==> src/pkg/rfb_cfg.svh <==
// constants for the register file and byte-order block
`ifndef RFB_CFG_SVH
`define RFB_CFG_SVH
`define RFB_NUM_DATA 8
`define RFB_NUM_ADDR 8
`define RFB_SP_IDX 3'h7
`define RFB_BYTE_MSB 7
`define RFB_WORD_MSB 15
`define RFB_LONG_MSB 31
`define RFB_STEP_BYTE 32'h0000_0001
`define RFB_STEP_WORD 32'h0000_0002
`define RFB_STEP_LONG 32'h0000_0004
`define RFB_REG_RST 32'h0000_0000
`define RFB_WORD_OFS 32'h0000_0002
`define RFB_HI_LSB 16
`define RFB_BYTE_HI_LSB 8
`define RFB_DIGIT_MSB 3
`define RFB_DIGIT_HI_LSB 4
`define RFB_LANE_HI 2'h2
`define RFB_LANE_LO 2'h1
`define RFB_LANE_BOTH 2'h3
`endif

==> src/pkg/rfb_pkg.sv <==
// types for the register file and byte-order block
package rfb_pkg;
	typedef enum logic [1:0] {
		RFB_SZ_BIT = 2'b00,
		RFB_SZ_BYTE = 2'b01,
		RFB_SZ_WORD = 2'b10,
		RFB_SZ_LONG = 2'b11
	} rfb_size_t;
	typedef enum logic [1:0] {
		RFB_ST_IDLE = 2'b00,
		RFB_ST_HI = 2'b01,
		RFB_ST_LO = 2'b10
	} rfb_state_t;
	typedef struct packed {
		logic en;
		logic is_addr;
		logic [2:0] idx;
		rfb_size_t size;
		logic [4:0] bitnum;
		logic [31:0] data;
	} rfb_wr_t;
	typedef struct packed {
		logic is_addr;
		logic [2:0] idx;
		rfb_size_t size;
		logic [4:0] bitnum;
	} rfb_rd_t;
	typedef struct packed {
		logic en;
		logic [2:0] idx;
		logic dec;
		rfb_size_t size;
	} rfb_step_t;
	typedef struct packed {
		logic start;
		logic write;
		rfb_size_t size;
		logic [31:0] addr;
		logic [31:0] data;
	} rfb_mreq_t;
	typedef struct packed {
		logic valid;
		logic write;
		logic [31:0] addr;
		logic [15:0] wdata;
		logic [1:0] lanes;
	} rfb_bus_t;
endpackage

==> src/design/rfb_core.sv <==
// register file with sized merges and big-endian memory sequencing
`timescale 1ns/1ns
`include "rfb_cfg.svh"
module rfb_core (
	input wire logic ref_clk,
	input wire logic nrst,
	input wire logic supervisor,
	input wire rfb_pkg::rfb_wr_t wr,
	input wire rfb_pkg::rfb_rd_t rd,
	input wire rfb_pkg::rfb_step_t step,
	input wire rfb_pkg::rfb_mreq_t mreq,
	input wire logic bus_ack,
	input wire logic [15:0] bus_rdata,
	output logic [31:0] rd_data,
	output logic rd_size_err,
	output logic wr_size_err,
	output rfb_pkg::rfb_bus_t bus,
	output logic mem_done,
	output logic [31:0] mem_rdata,
	output logic align_fault,
	output logic [3:0] most_significant_digit,
	output logic [3:0] least_significant_digit
);
	import rfb_pkg::*;

	typedef struct packed {
		logic [`RFB_NUM_DATA-1:0][31:0] dreg;
		logic [`RFB_NUM_ADDR-2:0][31:0] areg;
		logic [31:0] user_stack_pointer;
		logic [31:0] supervisor_stack_pointer;
		logic [31:0] rd_data;
		logic rd_size_err;
		logic wr_size_err;
		rfb_state_t st;
		logic mwrite;
		logic mlong;
		logic [31:0] maddr;
		logic [31:0] mdata;
		rfb_bus_t bus;
		logic mem_done;
		logic [31:0] mem_rdata;
		logic align_fault;
		logic [3:0] hi_digit;
		logic [3:0] lo_digit;
	} rfb_state_s_t;

	rfb_state_s_t s_r;
	rfb_state_s_t s_nxt;

	// ****************************************
	// helpers
	// ****************************************
	function automatic logic [31:0] sext_word(input logic [31:0] v);
		sext_word = {{16{v[`RFB_WORD_MSB]}}, v[`RFB_WORD_MSB:0]};
	endfunction

	function automatic logic [31:0] step_amount(input rfb_size_t sz, input logic is_sp);
		unique case (sz)
			RFB_SZ_LONG: step_amount = `RFB_STEP_LONG;
			RFB_SZ_WORD: step_amount = `RFB_STEP_WORD;
			default: step_amount = is_sp ? `RFB_STEP_WORD : `RFB_STEP_BYTE;
		endcase
	endfunction

	function automatic logic [31:0] areg_get(input rfb_state_s_t st, input logic [2:0] i,
			input logic sup);
		if (i == `RFB_SP_IDX)
			areg_get = sup ? st.supervisor_stack_pointer : st.user_stack_pointer;
		else
			areg_get = st.areg[i];
	endfunction

	// ****************************************
	// next state
	// ****************************************
	always_comb begin
		logic [31:0] cur;
		logic [31:0] nv;
		logic [31:0] av;
		cur = '0;
		nv = '0;
		av = '0;
		s_nxt = s_r;
		s_nxt.mem_done = 1'b0;
		s_nxt.align_fault = 1'b0;
		s_nxt.wr_size_err = 1'b0;

		// read port
		s_nxt.rd_size_err = 1'b0;
		if (rd.is_addr) begin
			av = areg_get(s_r, rd.idx, supervisor);
			unique case (rd.size)
				RFB_SZ_LONG: s_nxt.rd_data = av;
				RFB_SZ_WORD: s_nxt.rd_data = {16'h0000, av[`RFB_WORD_MSB:0]};
				default: begin
					s_nxt.rd_data = `RFB_REG_RST;
					s_nxt.rd_size_err = 1'b1;
				end
			endcase
		end else begin
			cur = s_r.dreg[rd.idx];
			unique case (rd.size)
				RFB_SZ_LONG: s_nxt.rd_data = cur;
				RFB_SZ_WORD: s_nxt.rd_data = {16'h0000, cur[`RFB_WORD_MSB:0]};
				RFB_SZ_BYTE: s_nxt.rd_data = {24'h000000, cur[`RFB_BYTE_MSB:0]};
				RFB_SZ_BIT: s_nxt.rd_data = {31'h0, cur[rd.bitnum]};
			endcase
		end
		// decimal digits of the low byte read
		s_nxt.hi_digit = s_nxt.rd_data[`RFB_BYTE_MSB:`RFB_DIGIT_HI_LSB];
		s_nxt.lo_digit = s_nxt.rd_data[`RFB_DIGIT_MSB:0];

		// stack/postinc/predec stepping
		if (step.en) begin
			av = areg_get(s_r, step.idx, supervisor);
			nv = step.dec ? av - step_amount(step.size, step.idx == `RFB_SP_IDX)
				: av + step_amount(step.size, step.idx == `RFB_SP_IDX);
			if (step.idx == `RFB_SP_IDX) begin
				if (supervisor) s_nxt.supervisor_stack_pointer = nv;
				else s_nxt.user_stack_pointer = nv;
			end else begin
				s_nxt.areg[step.idx] = nv;
			end
		end

		// write port, wins over a step to the same register
		if (wr.en) begin
			if (wr.is_addr) begin
				unique case (wr.size)
					RFB_SZ_LONG: nv = wr.data;
					RFB_SZ_WORD: nv = sext_word(wr.data);
					default: nv = '0;
				endcase
				if (wr.size == RFB_SZ_BYTE || wr.size == RFB_SZ_BIT) begin
					s_nxt.wr_size_err = 1'b1;
				end else if (wr.idx == `RFB_SP_IDX) begin
					if (supervisor) s_nxt.supervisor_stack_pointer = nv;
					else s_nxt.user_stack_pointer = nv;
				end else begin
					s_nxt.areg[wr.idx] = nv;
				end
			end else begin
				cur = s_r.dreg[wr.idx];
				unique case (wr.size)
					RFB_SZ_LONG: cur = wr.data;
					RFB_SZ_WORD: cur[`RFB_WORD_MSB:0] = wr.data[`RFB_WORD_MSB:0];
					RFB_SZ_BYTE: cur[`RFB_BYTE_MSB:0] = wr.data[`RFB_BYTE_MSB:0];
					RFB_SZ_BIT: cur[wr.bitnum] = wr.data[0];
				endcase
				s_nxt.dreg[wr.idx] = cur;
			end
		end

		// memory sequencer
		unique case (s_r.st)
			RFB_ST_IDLE: begin
				s_nxt.bus.valid = 1'b0;
				if (mreq.start) begin
					if (mreq.size != RFB_SZ_BYTE && mreq.addr[0]) begin
						s_nxt.align_fault = 1'b1;
						s_nxt.mem_done = 1'b1;
					end else begin
						s_nxt.mwrite = mreq.write;
						s_nxt.mlong = mreq.size == RFB_SZ_LONG;
						s_nxt.maddr = mreq.addr;
						s_nxt.mdata = mreq.data;
						s_nxt.mem_rdata = `RFB_REG_RST;
						s_nxt.bus.valid = 1'b1;
						s_nxt.bus.write = mreq.write;
						s_nxt.bus.addr = mreq.addr;
						if (mreq.size == RFB_SZ_LONG)
							s_nxt.bus.wdata = mreq.data[`RFB_LONG_MSB:`RFB_HI_LSB];
						else if (mreq.size == RFB_SZ_BYTE)
							s_nxt.bus.wdata = {mreq.data[`RFB_BYTE_MSB:0], mreq.data[`RFB_BYTE_MSB:0]};
						else
							s_nxt.bus.wdata = mreq.data[`RFB_WORD_MSB:0];
						if (mreq.size == RFB_SZ_BYTE)
							s_nxt.bus.lanes = mreq.addr[0] ? `RFB_LANE_LO : `RFB_LANE_HI;
						else
							s_nxt.bus.lanes = `RFB_LANE_BOTH;
						s_nxt.st = RFB_ST_HI;
					end
				end
			end
			RFB_ST_HI: begin
				if (bus_ack) begin
					if (s_r.mlong) begin
						s_nxt.mem_rdata = {bus_rdata, 16'h0000};
						s_nxt.bus.addr = s_r.maddr + `RFB_WORD_OFS;
						s_nxt.bus.wdata = s_r.mdata[`RFB_WORD_MSB:0];
						s_nxt.st = RFB_ST_LO;
					end else begin
						s_nxt.bus.valid = 1'b0;
						s_nxt.mem_done = 1'b1;
						if (s_r.bus.lanes == `RFB_LANE_HI)
							s_nxt.mem_rdata = {24'h000000,
								bus_rdata[`RFB_WORD_MSB:`RFB_BYTE_HI_LSB]};
						else if (s_r.bus.lanes == `RFB_LANE_LO)
							s_nxt.mem_rdata = {24'h000000, bus_rdata[`RFB_BYTE_MSB:0]};
						else
							s_nxt.mem_rdata = {16'h0000, bus_rdata};
						s_nxt.st = RFB_ST_IDLE;
					end
				end
			end
			RFB_ST_LO: begin
				if (bus_ack) begin
					s_nxt.mem_rdata = {s_r.mem_rdata[`RFB_LONG_MSB:`RFB_HI_LSB], bus_rdata};
					s_nxt.bus.valid = 1'b0;
					s_nxt.mem_done = 1'b1;
					s_nxt.st = RFB_ST_IDLE;
				end
			end
			default: s_nxt.st = RFB_ST_IDLE;
		endcase
	end

	// ****************************************
	// state register
	// ****************************************
	always_ff @(posedge ref_clk) begin
		if (!nrst)
			s_r <= '0;
		else
			s_r <= s_nxt;
	end

	assign rd_data = s_r.rd_data;
	assign rd_size_err = s_r.rd_size_err;
	assign wr_size_err = s_r.wr_size_err;
	assign bus = s_r.bus;
	assign mem_done = s_r.mem_done;
	assign mem_rdata = s_r.mem_rdata;
	assign align_fault = s_r.align_fault;
	assign most_significant_digit = s_r.hi_digit;
	assign least_significant_digit = s_r.lo_digit;
endmodule // rfb_core

==> config.mk <==
export PLATFORM = sky130hd
export DESIGN_NAME = rfb_core
export DESIGN_NICKNAME = d
export VERILOG_FILES = /design/src/pkg/rfb_pkg.sv /design/src/design/rfb_core.sv
export VERILOG_INCLUDE_DIRS = /design/src /design/src/pkg
export SDC_FILE = /design/constraint.sdc
export NUM_CORES = 2
export LEC_CHECK = 0
export ABC_CLOCK_PERIOD_IN_PS = 12390
export BUFFER_PORTS_ARGS = -buffer_cell sky130_fd_sc_hd__buf_2
export CORE_MARGIN = 1
export CORE_UTILIZATION = 35
export CTS_CLUSTER_SIZE = 28
export DETAILED_ROUTE_END_ITERATION = 10
export PLACE_DENSITY = 0.62
export SLEW_MARGIN = 20
export SYNTH_ARGS = -nofsm -noshare
export SYNTH_HDL_FRONTEND = slang
export SYNTH_SLANG_ARGS = --single-unit
==> constraint.sdc <==
create_clock -name ref_clk -period 12.39 [get_ports ref_clk]
set_input_delay 0.6195 -clock ref_clk [delete_from_list [all_inputs] [get_ports ref_clk]]
set_output_delay 0.6195 -clock ref_clk [all_outputs]
set_load 0.005 [all_outputs]
; ---- After elaboration in Yosys (flattened, before gate mapping)
; Index checks and enable logic that the tools add are counted.
[word_totals]
regBits = 739
in_bits = 150
ramBits = 0
rom_bits = 0
latchBits = 0
wordCells = 179
output_inout_bits = 128
memories = 0
[op_classes]
multipliers = 0
shift = 0
div = 0
n_eq_ne = 24
addsub = 3
order_cmp = 8
reduce_logical = 23
bitwise = 3
mux = 83
[op_table]
columns = op, count
row1 = 2-to-1 mux 288 bit, 4
row2 = 2-to-1 mux 32 bit, 22
row3 = bitwise mux 224 bit, 2
row4 = 2-to-1 mux 224 bit, 2
row5 = binary-select mux 32 bit (select 3 bit), 4
row6 = bitwise mux 256 bit, 1
row7 = demux 32 bit (select 3 bit), 2
row8 = 2-to-1 mux 154 bit, 1
row9 = 2-to-1 mux 64 bit, 2
row10 = one-hot mux 32 bit (2 select lines), 2
row11 = one-hot mux 32 bit (4 select lines), 1
row12 = 2-to-1 mux 120 bit, 1
row13 = one-hot mux 33 bit (3 select lines), 1
row14 = 2-to-1 mux 48 bit, 2
row15 = one-hot mux 48 bit (2 select lines), 1
row16 = 2-to-1 mux 16 bit, 5
row17 = 2-to-1 mux 33 bit, 2
row18 = "adder 32 x 2 -> 32 bit, second input constant", 1
row19 = adder 32 bit, 1
row20 = bitwise mux 32 bit, 1
row21 = 2-to-1 mux 8 bit, 4
row22 = one-hot mux 16 bit (2 select lines), 1
row23 = one-hot mux 8 bit (2 select lines), 2
row24 = subtractor 32 bit, 1
row25 = 28 further kinds, 78

; ---- Longest topological paths before layout
[logic_depth]
ltp_word = 14
depth_mapped = 19
depth_no_buf = 15

; ---- Worst setup path after synthesis
; Ideal clock, no wire load.
[synth_path]
kind = input port to flip-flop
start = in step[4] (netlist name)
end = reg s_r[290] (netlist name)
t_required_ns = 12.268
setup_time_ns = 0.122
slack_ns = 7.595
cell_stages = 16
n_path_buf = 6
t_arrival_ns = 4.674
path_cell_list = buf_2 > buf_1 > buf_1 > clkbuf_1 > clkbuf_1 > o21ai_0 > a22o_1 > ha_1 > buf_4 > and3_1 > a221o_1 > a221oi_4 > nand2_2 > a211oi_4 > xnor2_1 > o311a_1
[synth_between]
elab_chain_cells = 14
word_cells_on_any_way = 24
cone_classes = add/sub (2) / order compare (2) / eq/ne (1) / mux (18) / reduce/logical (1)
[synth_rtl]
columns = element, line
row1 = from (decl), rfb_core.sv:10  ; input wire rfb_pkg::rfb_step_t step,
row2 = binary-select mux 32 bit (select 3 bit) / equality test 3 bit (equally long branches), --
row3 = 2-to-1 mux 32 bit (not written as such) / 2-to-1 mux 2 bit (equally long branches), --
row4 = 2-to-1 mux 32 bit / one-hot mux 3 bit (2 select lines) (equally long branches), "rfb_core.sv:67, rfb_core.sv:58"
row5 = 2-to-1 mux 32 bit, rfb_core.sv:114  ; if (step.en) begin
row6 = adder 32 bit / subtractor 32 bit (equally long branches), "rfb_core.sv:117, rfb_core.sv:116"
row7 = 2-to-1 mux 32 bit, rfb_core.sv:116  ; nv = step.dec ? av - step_amount(step.size, step.idx == `RFB_SP_IDX)
row8 = bitwise mux 224 bit, rfb_core.sv:122  ; s_nxt.areg[step.idx] = nv;
row9 = 2-to-1 mux 224 bit (*), rfb_core.sv:118  ; if (step.idx == `RFB_SP_IDX) begin
row10 = 2-to-1 mux 288 bit (*), rfb_core.sv:114
row11 = bitwise mux 224 bit, rfb_core.sv:140  ; s_nxt.areg[wr.idx] = nv;
row12 = 2-to-1 mux 224 bit, rfb_core.sv:136  ; end else if (wr.idx == `RFB_SP_IDX) begin
row13 = 2-to-1 mux 288 bit, rfb_core.sv:134  ; if (wr.size == RFB_SZ_BYTE || wr.size == RFB_SZ_BIT) begin
row14 = 2-to-1 mux 288 bit, rfb_core.sv:128  ; if (wr.is_addr) begin
row15 = 2-to-1 mux 288 bit (*), rfb_core.sv:127  ; if (wr.en) begin
row16 = to (signal assigned), rfb_core.sv:225  ; s_r <= s_nxt;
row17 = to (decl), rfb_core.sv:47  ; rfb_state_s_t s_r;
; Every way passes the cells marked *; elsewhere a longest branch is shown, timed or not. The select of a mux whose other input is x is not followed.
; A chain may end at the register's enable or synchronous reset.

; ---- Worst setup path after layout
[layout_path]
start = in step[4] (netlist name)
end = reg s_r[436] (netlist name)
; The elaborated chain is that of the path after synthesis.

==> impl_results.md <==
* Comb pwr share at 0.158
* Endpoint of the most critical register-to-register path: s_r[318]
* Aggregate global routing overflow at 0
* Yosys Warn Count at 0
* Die X-Extent at 341 microns
* Setup Total Neg Slack at 0 ns
* P_int at 4.20 mW
* Crit path kind: in2reg
* Inserted Clock Buffers at 84
* Ratio of routed vias to standard cells at 6.20
* Final Worst Setup Slack at 6.99 ns
* Hold Path Class: in2reg
* Required time at the worst-slack endpoint at 12.96 ns
* Die H at 341 microns
* Worst reg2reg setup slack at 7.99 ns
* Crit. End Element: flop
* Number of cells traversed by the worst hold path at 3
* Post-synth top area cell: sky130_fd_sc_hd__dfxtp_1
* Clock tree from TritonCTS: done
* Area growth syn-to-layout at 10.9%
* Clock Power Share at 0.435
* Insertion delay to the later sink of the worst-skew pair at 0.71 ns
* Mapped Avg Cell Area at 8.30 sq um
* Switching power share of the total at 0.305
* Final cell count without fillers at 6321
* Endpoint arrival time on the critical path at 5.97 ns
* Wire length of the first global-routing pass at 240000 microns
* DRC violations left at 0
* Overall fraction of global-route tracks in use at 0.269
* Post-DP HPWL at 104000 microns
* P_leak at 15.9 nW
* Sequential fraction of design power at 0.407
* Count of mapped cells out of synthesis at 4860
* Distinct cells, synth at 73
* Total power of the final layout at 6.04 mW
* Global placer's final weighted congestion at 1.02
* Die area at 0.117 sq mm
* Fill cell total of the finished layout at 11600
* Total of max-cap violations at 0
* Vias post-DR at 39200
* Number of primary I/O pins at 278
* Cell types with the largest area share after synthesis: sky130_fd_sc_hd__dfxtp_1 (35%), sky130_fd_sc_hd__a211oi_1 (8.6%), sky130_fd_sc_hd__mux4_2 (7.5%)
* Status: finished clean
* Setup clock skew after layout at 0.0609 ns
* Switch Pwr at 1.84 mW
* Floorplan row count at 124
* Gates resized, CTS repair at 0
* Worst Reg-to-Reg Cells at 12
* Clock buffer depth at 3
* Finish-stage setup viols at 0
* Final hold violation count at 0
* Wire length the detailed router placed on met1 at 64900 microns
* Fraction of layout cells with a size suffix above 1 at 0.158
* Number of storage elements in the synthesis netlist at 715
* Post-place setup slack at 6.56 ns
* Share of the yosys chip area belonging to registers at 0.355
* DRT iter0 DRCs at 4931
* Power per standard cell area at 135 mW/mm^2
* Post-Synthesis Cell Area at 0.0403 sq mm
* Commonest cells after routing, fill and taps aside: sky130_fd_sc_hd__dfxtp_1 (715), sky130_fd_sc_hd__nor2_1 (630), sky130_fd_sc_hd__nand2_1 (527)
* Detailed route wirelength on metal2 at 70600 microns
* Placed Cells incl. Taps at 6160
* Uppermost routed layer: met5
* Vias in the first global route at 36600
* Initial core utilization at 0.353
* Number of nets in the final layout at 4925
* CTS Sinks at 715
* Worst min-delay path endpoint: bus[50]
* Actual transition at the worst max-transition pin at 1.26 ns
* Highest achievable clock rate at 0.185 GHz
* RSZ-0062 raised after global routing: false
* Crit start category: input port
* Port bufs at 277
* Total of hold buffers inserted after clock tree synthesis at 0
* Drt total wl at 163000 microns
* Ys flop type: sky130_fd_sc_hd__dfxtp_1
* Crit Reg-Reg Startpoint: s_r[212]
* Post-DR wirelength/cell at 25.7 microns
* Worst min-delay path startpoint: mreq[66]
* Maximum number of pins on one net before global-route repair at 97
* EDFF count, synth at 0
* Final Max Slew Viols at 0
* Top fanout value on the critical path at 53
* Design Area, Final at 0.0447 sq mm
* Total setup buffers inserted after CTS at 0
* Initial antenna violation count at 17
* Std-Cell Core Area at 0.114 sq mm
* Met3 routed WL at 19100 microns
* Detailed-routing iteration count for the pre-antenna-repair pass at 6
* Worst VDD drop at 0.0000978 V
* Post-Place Cell Area at 0.0418 sq mm
* H-Tree Depth at 3
* Commonest non-fill, non-tap cell in the layout: sky130_fd_sc_hd__dfxtp_1
* Max_slew headroom at 0.152
* Post-synthesis net count at 5051
* Clock Tree Root: sky130_fd_sc_hd__clkbuf_16
* Post-synth top area share at 0.355
* Clock transition at the registers of the reported paths at 0.06 ns
* Post-route ant nets at 0
* Asr flop ratio synth at 0
* Final min period at 5.40 ns
* Final period utilization at 0.435
area by class of cell:
cell class | count | area, sq um | area share
multi-input combinational | 3547 | 23400 | 0.524
sequential | 715 | 14300 | 0.320
clock buffer | 117 | 2390 | 0.0534
timing repair buffer | 365 | 2080 | 0.0464
tap | 1512 | 1890 | 0.0423
clock inverter | 37 | 505 | 0.0113
inverter | 21 | 86.3 | 0.00193
antenna | 7 | 17.5 | 0.000392
sequential cells by signal, indices dropped and copies added, names as in the netlist:
register and count:
rd_data 32, rd_size_err 1, mem_done 1, align_fault 1, bus 52, mem_rdata 32, s_r 595, wr_size_err 1
routing by layer:
| layer | vias to the layer above | track usage |
|---|---|---|
| li1 | 17500 | - |
| met1 | 18700 | 0.360 |
| met2 | 2481 | 0.403 |
| met3 | 463 | 0.0663 |
| met4 | 14 | 0.135 |
| met5 | - | 0.00123 |
worst max-delay path, cell delays in order:
cell                       delay [ns]
sky130_fd_sc_hd__buf_4           0.39
sky130_fd_sc_hd__buf_4           0.68
sky130_fd_sc_hd__nand2_1         0.54
sky130_fd_sc_hd__nor2_2          0.27
sky130_fd_sc_hd__buf_4           0.36
sky130_fd_sc_hd__a22o_1          0.23
sky130_fd_sc_hd__ha_1            0.26
sky130_fd_sc_hd__o21a_1          0.13
sky130_fd_sc_hd__o31a_1          0.20
sky130_fd_sc_hd__o21ai_0         0.19
sky130_fd_sc_hd__o31ai_1         0.59
sky130_fd_sc_hd__a311oi_1        0.24
sky130_fd_sc_hd__xnor2_1         0.83
sky130_fd_sc_hd__mux2i_1         0.20
sky130_fd_sc_hd__o22ai_1         0.15
per-stage QoR:
step | hold slack [ns] | utilization
final | 0.183 | 0.391
after global routing | 0.182 | 0.391
after CTS | 0.145 | 0.391
after detailed placement | 0.441 | 0.366
after global placement | 0.437 | 0.366
after floorplan | 0.432 | -
synthesized netlist by cell type, drive strengths merged (13+ instances only):
library cell  instances
and3                100
dfxtp               715
a211oi              464
nand2b               24
mux2i               156
nand2               534
buf                 208
a311oi               18
xor2                 22
nor2b                37
o22ai                41
a22oi               113
a21o                 13
a21oi               370
clkbuf              369
o31ai                29
a221oi               48
ha                   40
o211ai               49
mux2                 62
a41oi                27
nand4                16
inv                  21
a31oi                50
and2                 28
o21ai               217
nor2                650
mux4                134
nor3                 57
nand3                71
a22o                 30
xnor2                31
how the worst max path moves through the flow:
stage                     cells after the start  endpoint    start  slack [ns]
after floorplan                              16  s_r[290]  step[4]        7.59
after global placement                       16  s_r[399]  step[4]        6.65
after detailed placement                     16  s_r[399]  step[4]        6.56
after CTS                                    15  s_r[436]  step[4]        7.29
after global routing                         15  s_r[276]  step[4]        6.74
final                                        15  s_r[436]  step[4]        6.99
power by group through the flow:
stage / logic, mW / registers (mW) / clock network (mW)
3_5_place_dp: 0.921 / 2.51 / 0
5_1_grt: 1.01 / 2.47 / 2.75
4_1_cts: 0.924 / 2.46 / 2.66
2_1_floorplan: 0.641 / 2.48 / 0
6_report: 0.953 / 2.46 / 2.63
3_3_place_gp: 0.914 / 2.50 / 0
cells by family after synthesis:
group | share of synthesized area
AO/OA/AOI/OAI | 0.252
flip-flops | 0.355
AND/OR/NAND/NOR | 0.168
buffers and inverters | 0.0695
adder cells (fa/ha/maj) | 0.0129
multiplexers | 0.131
XOR/XNOR | 0.0115
No activity file was read; power rests on OpenSTA's default activity.
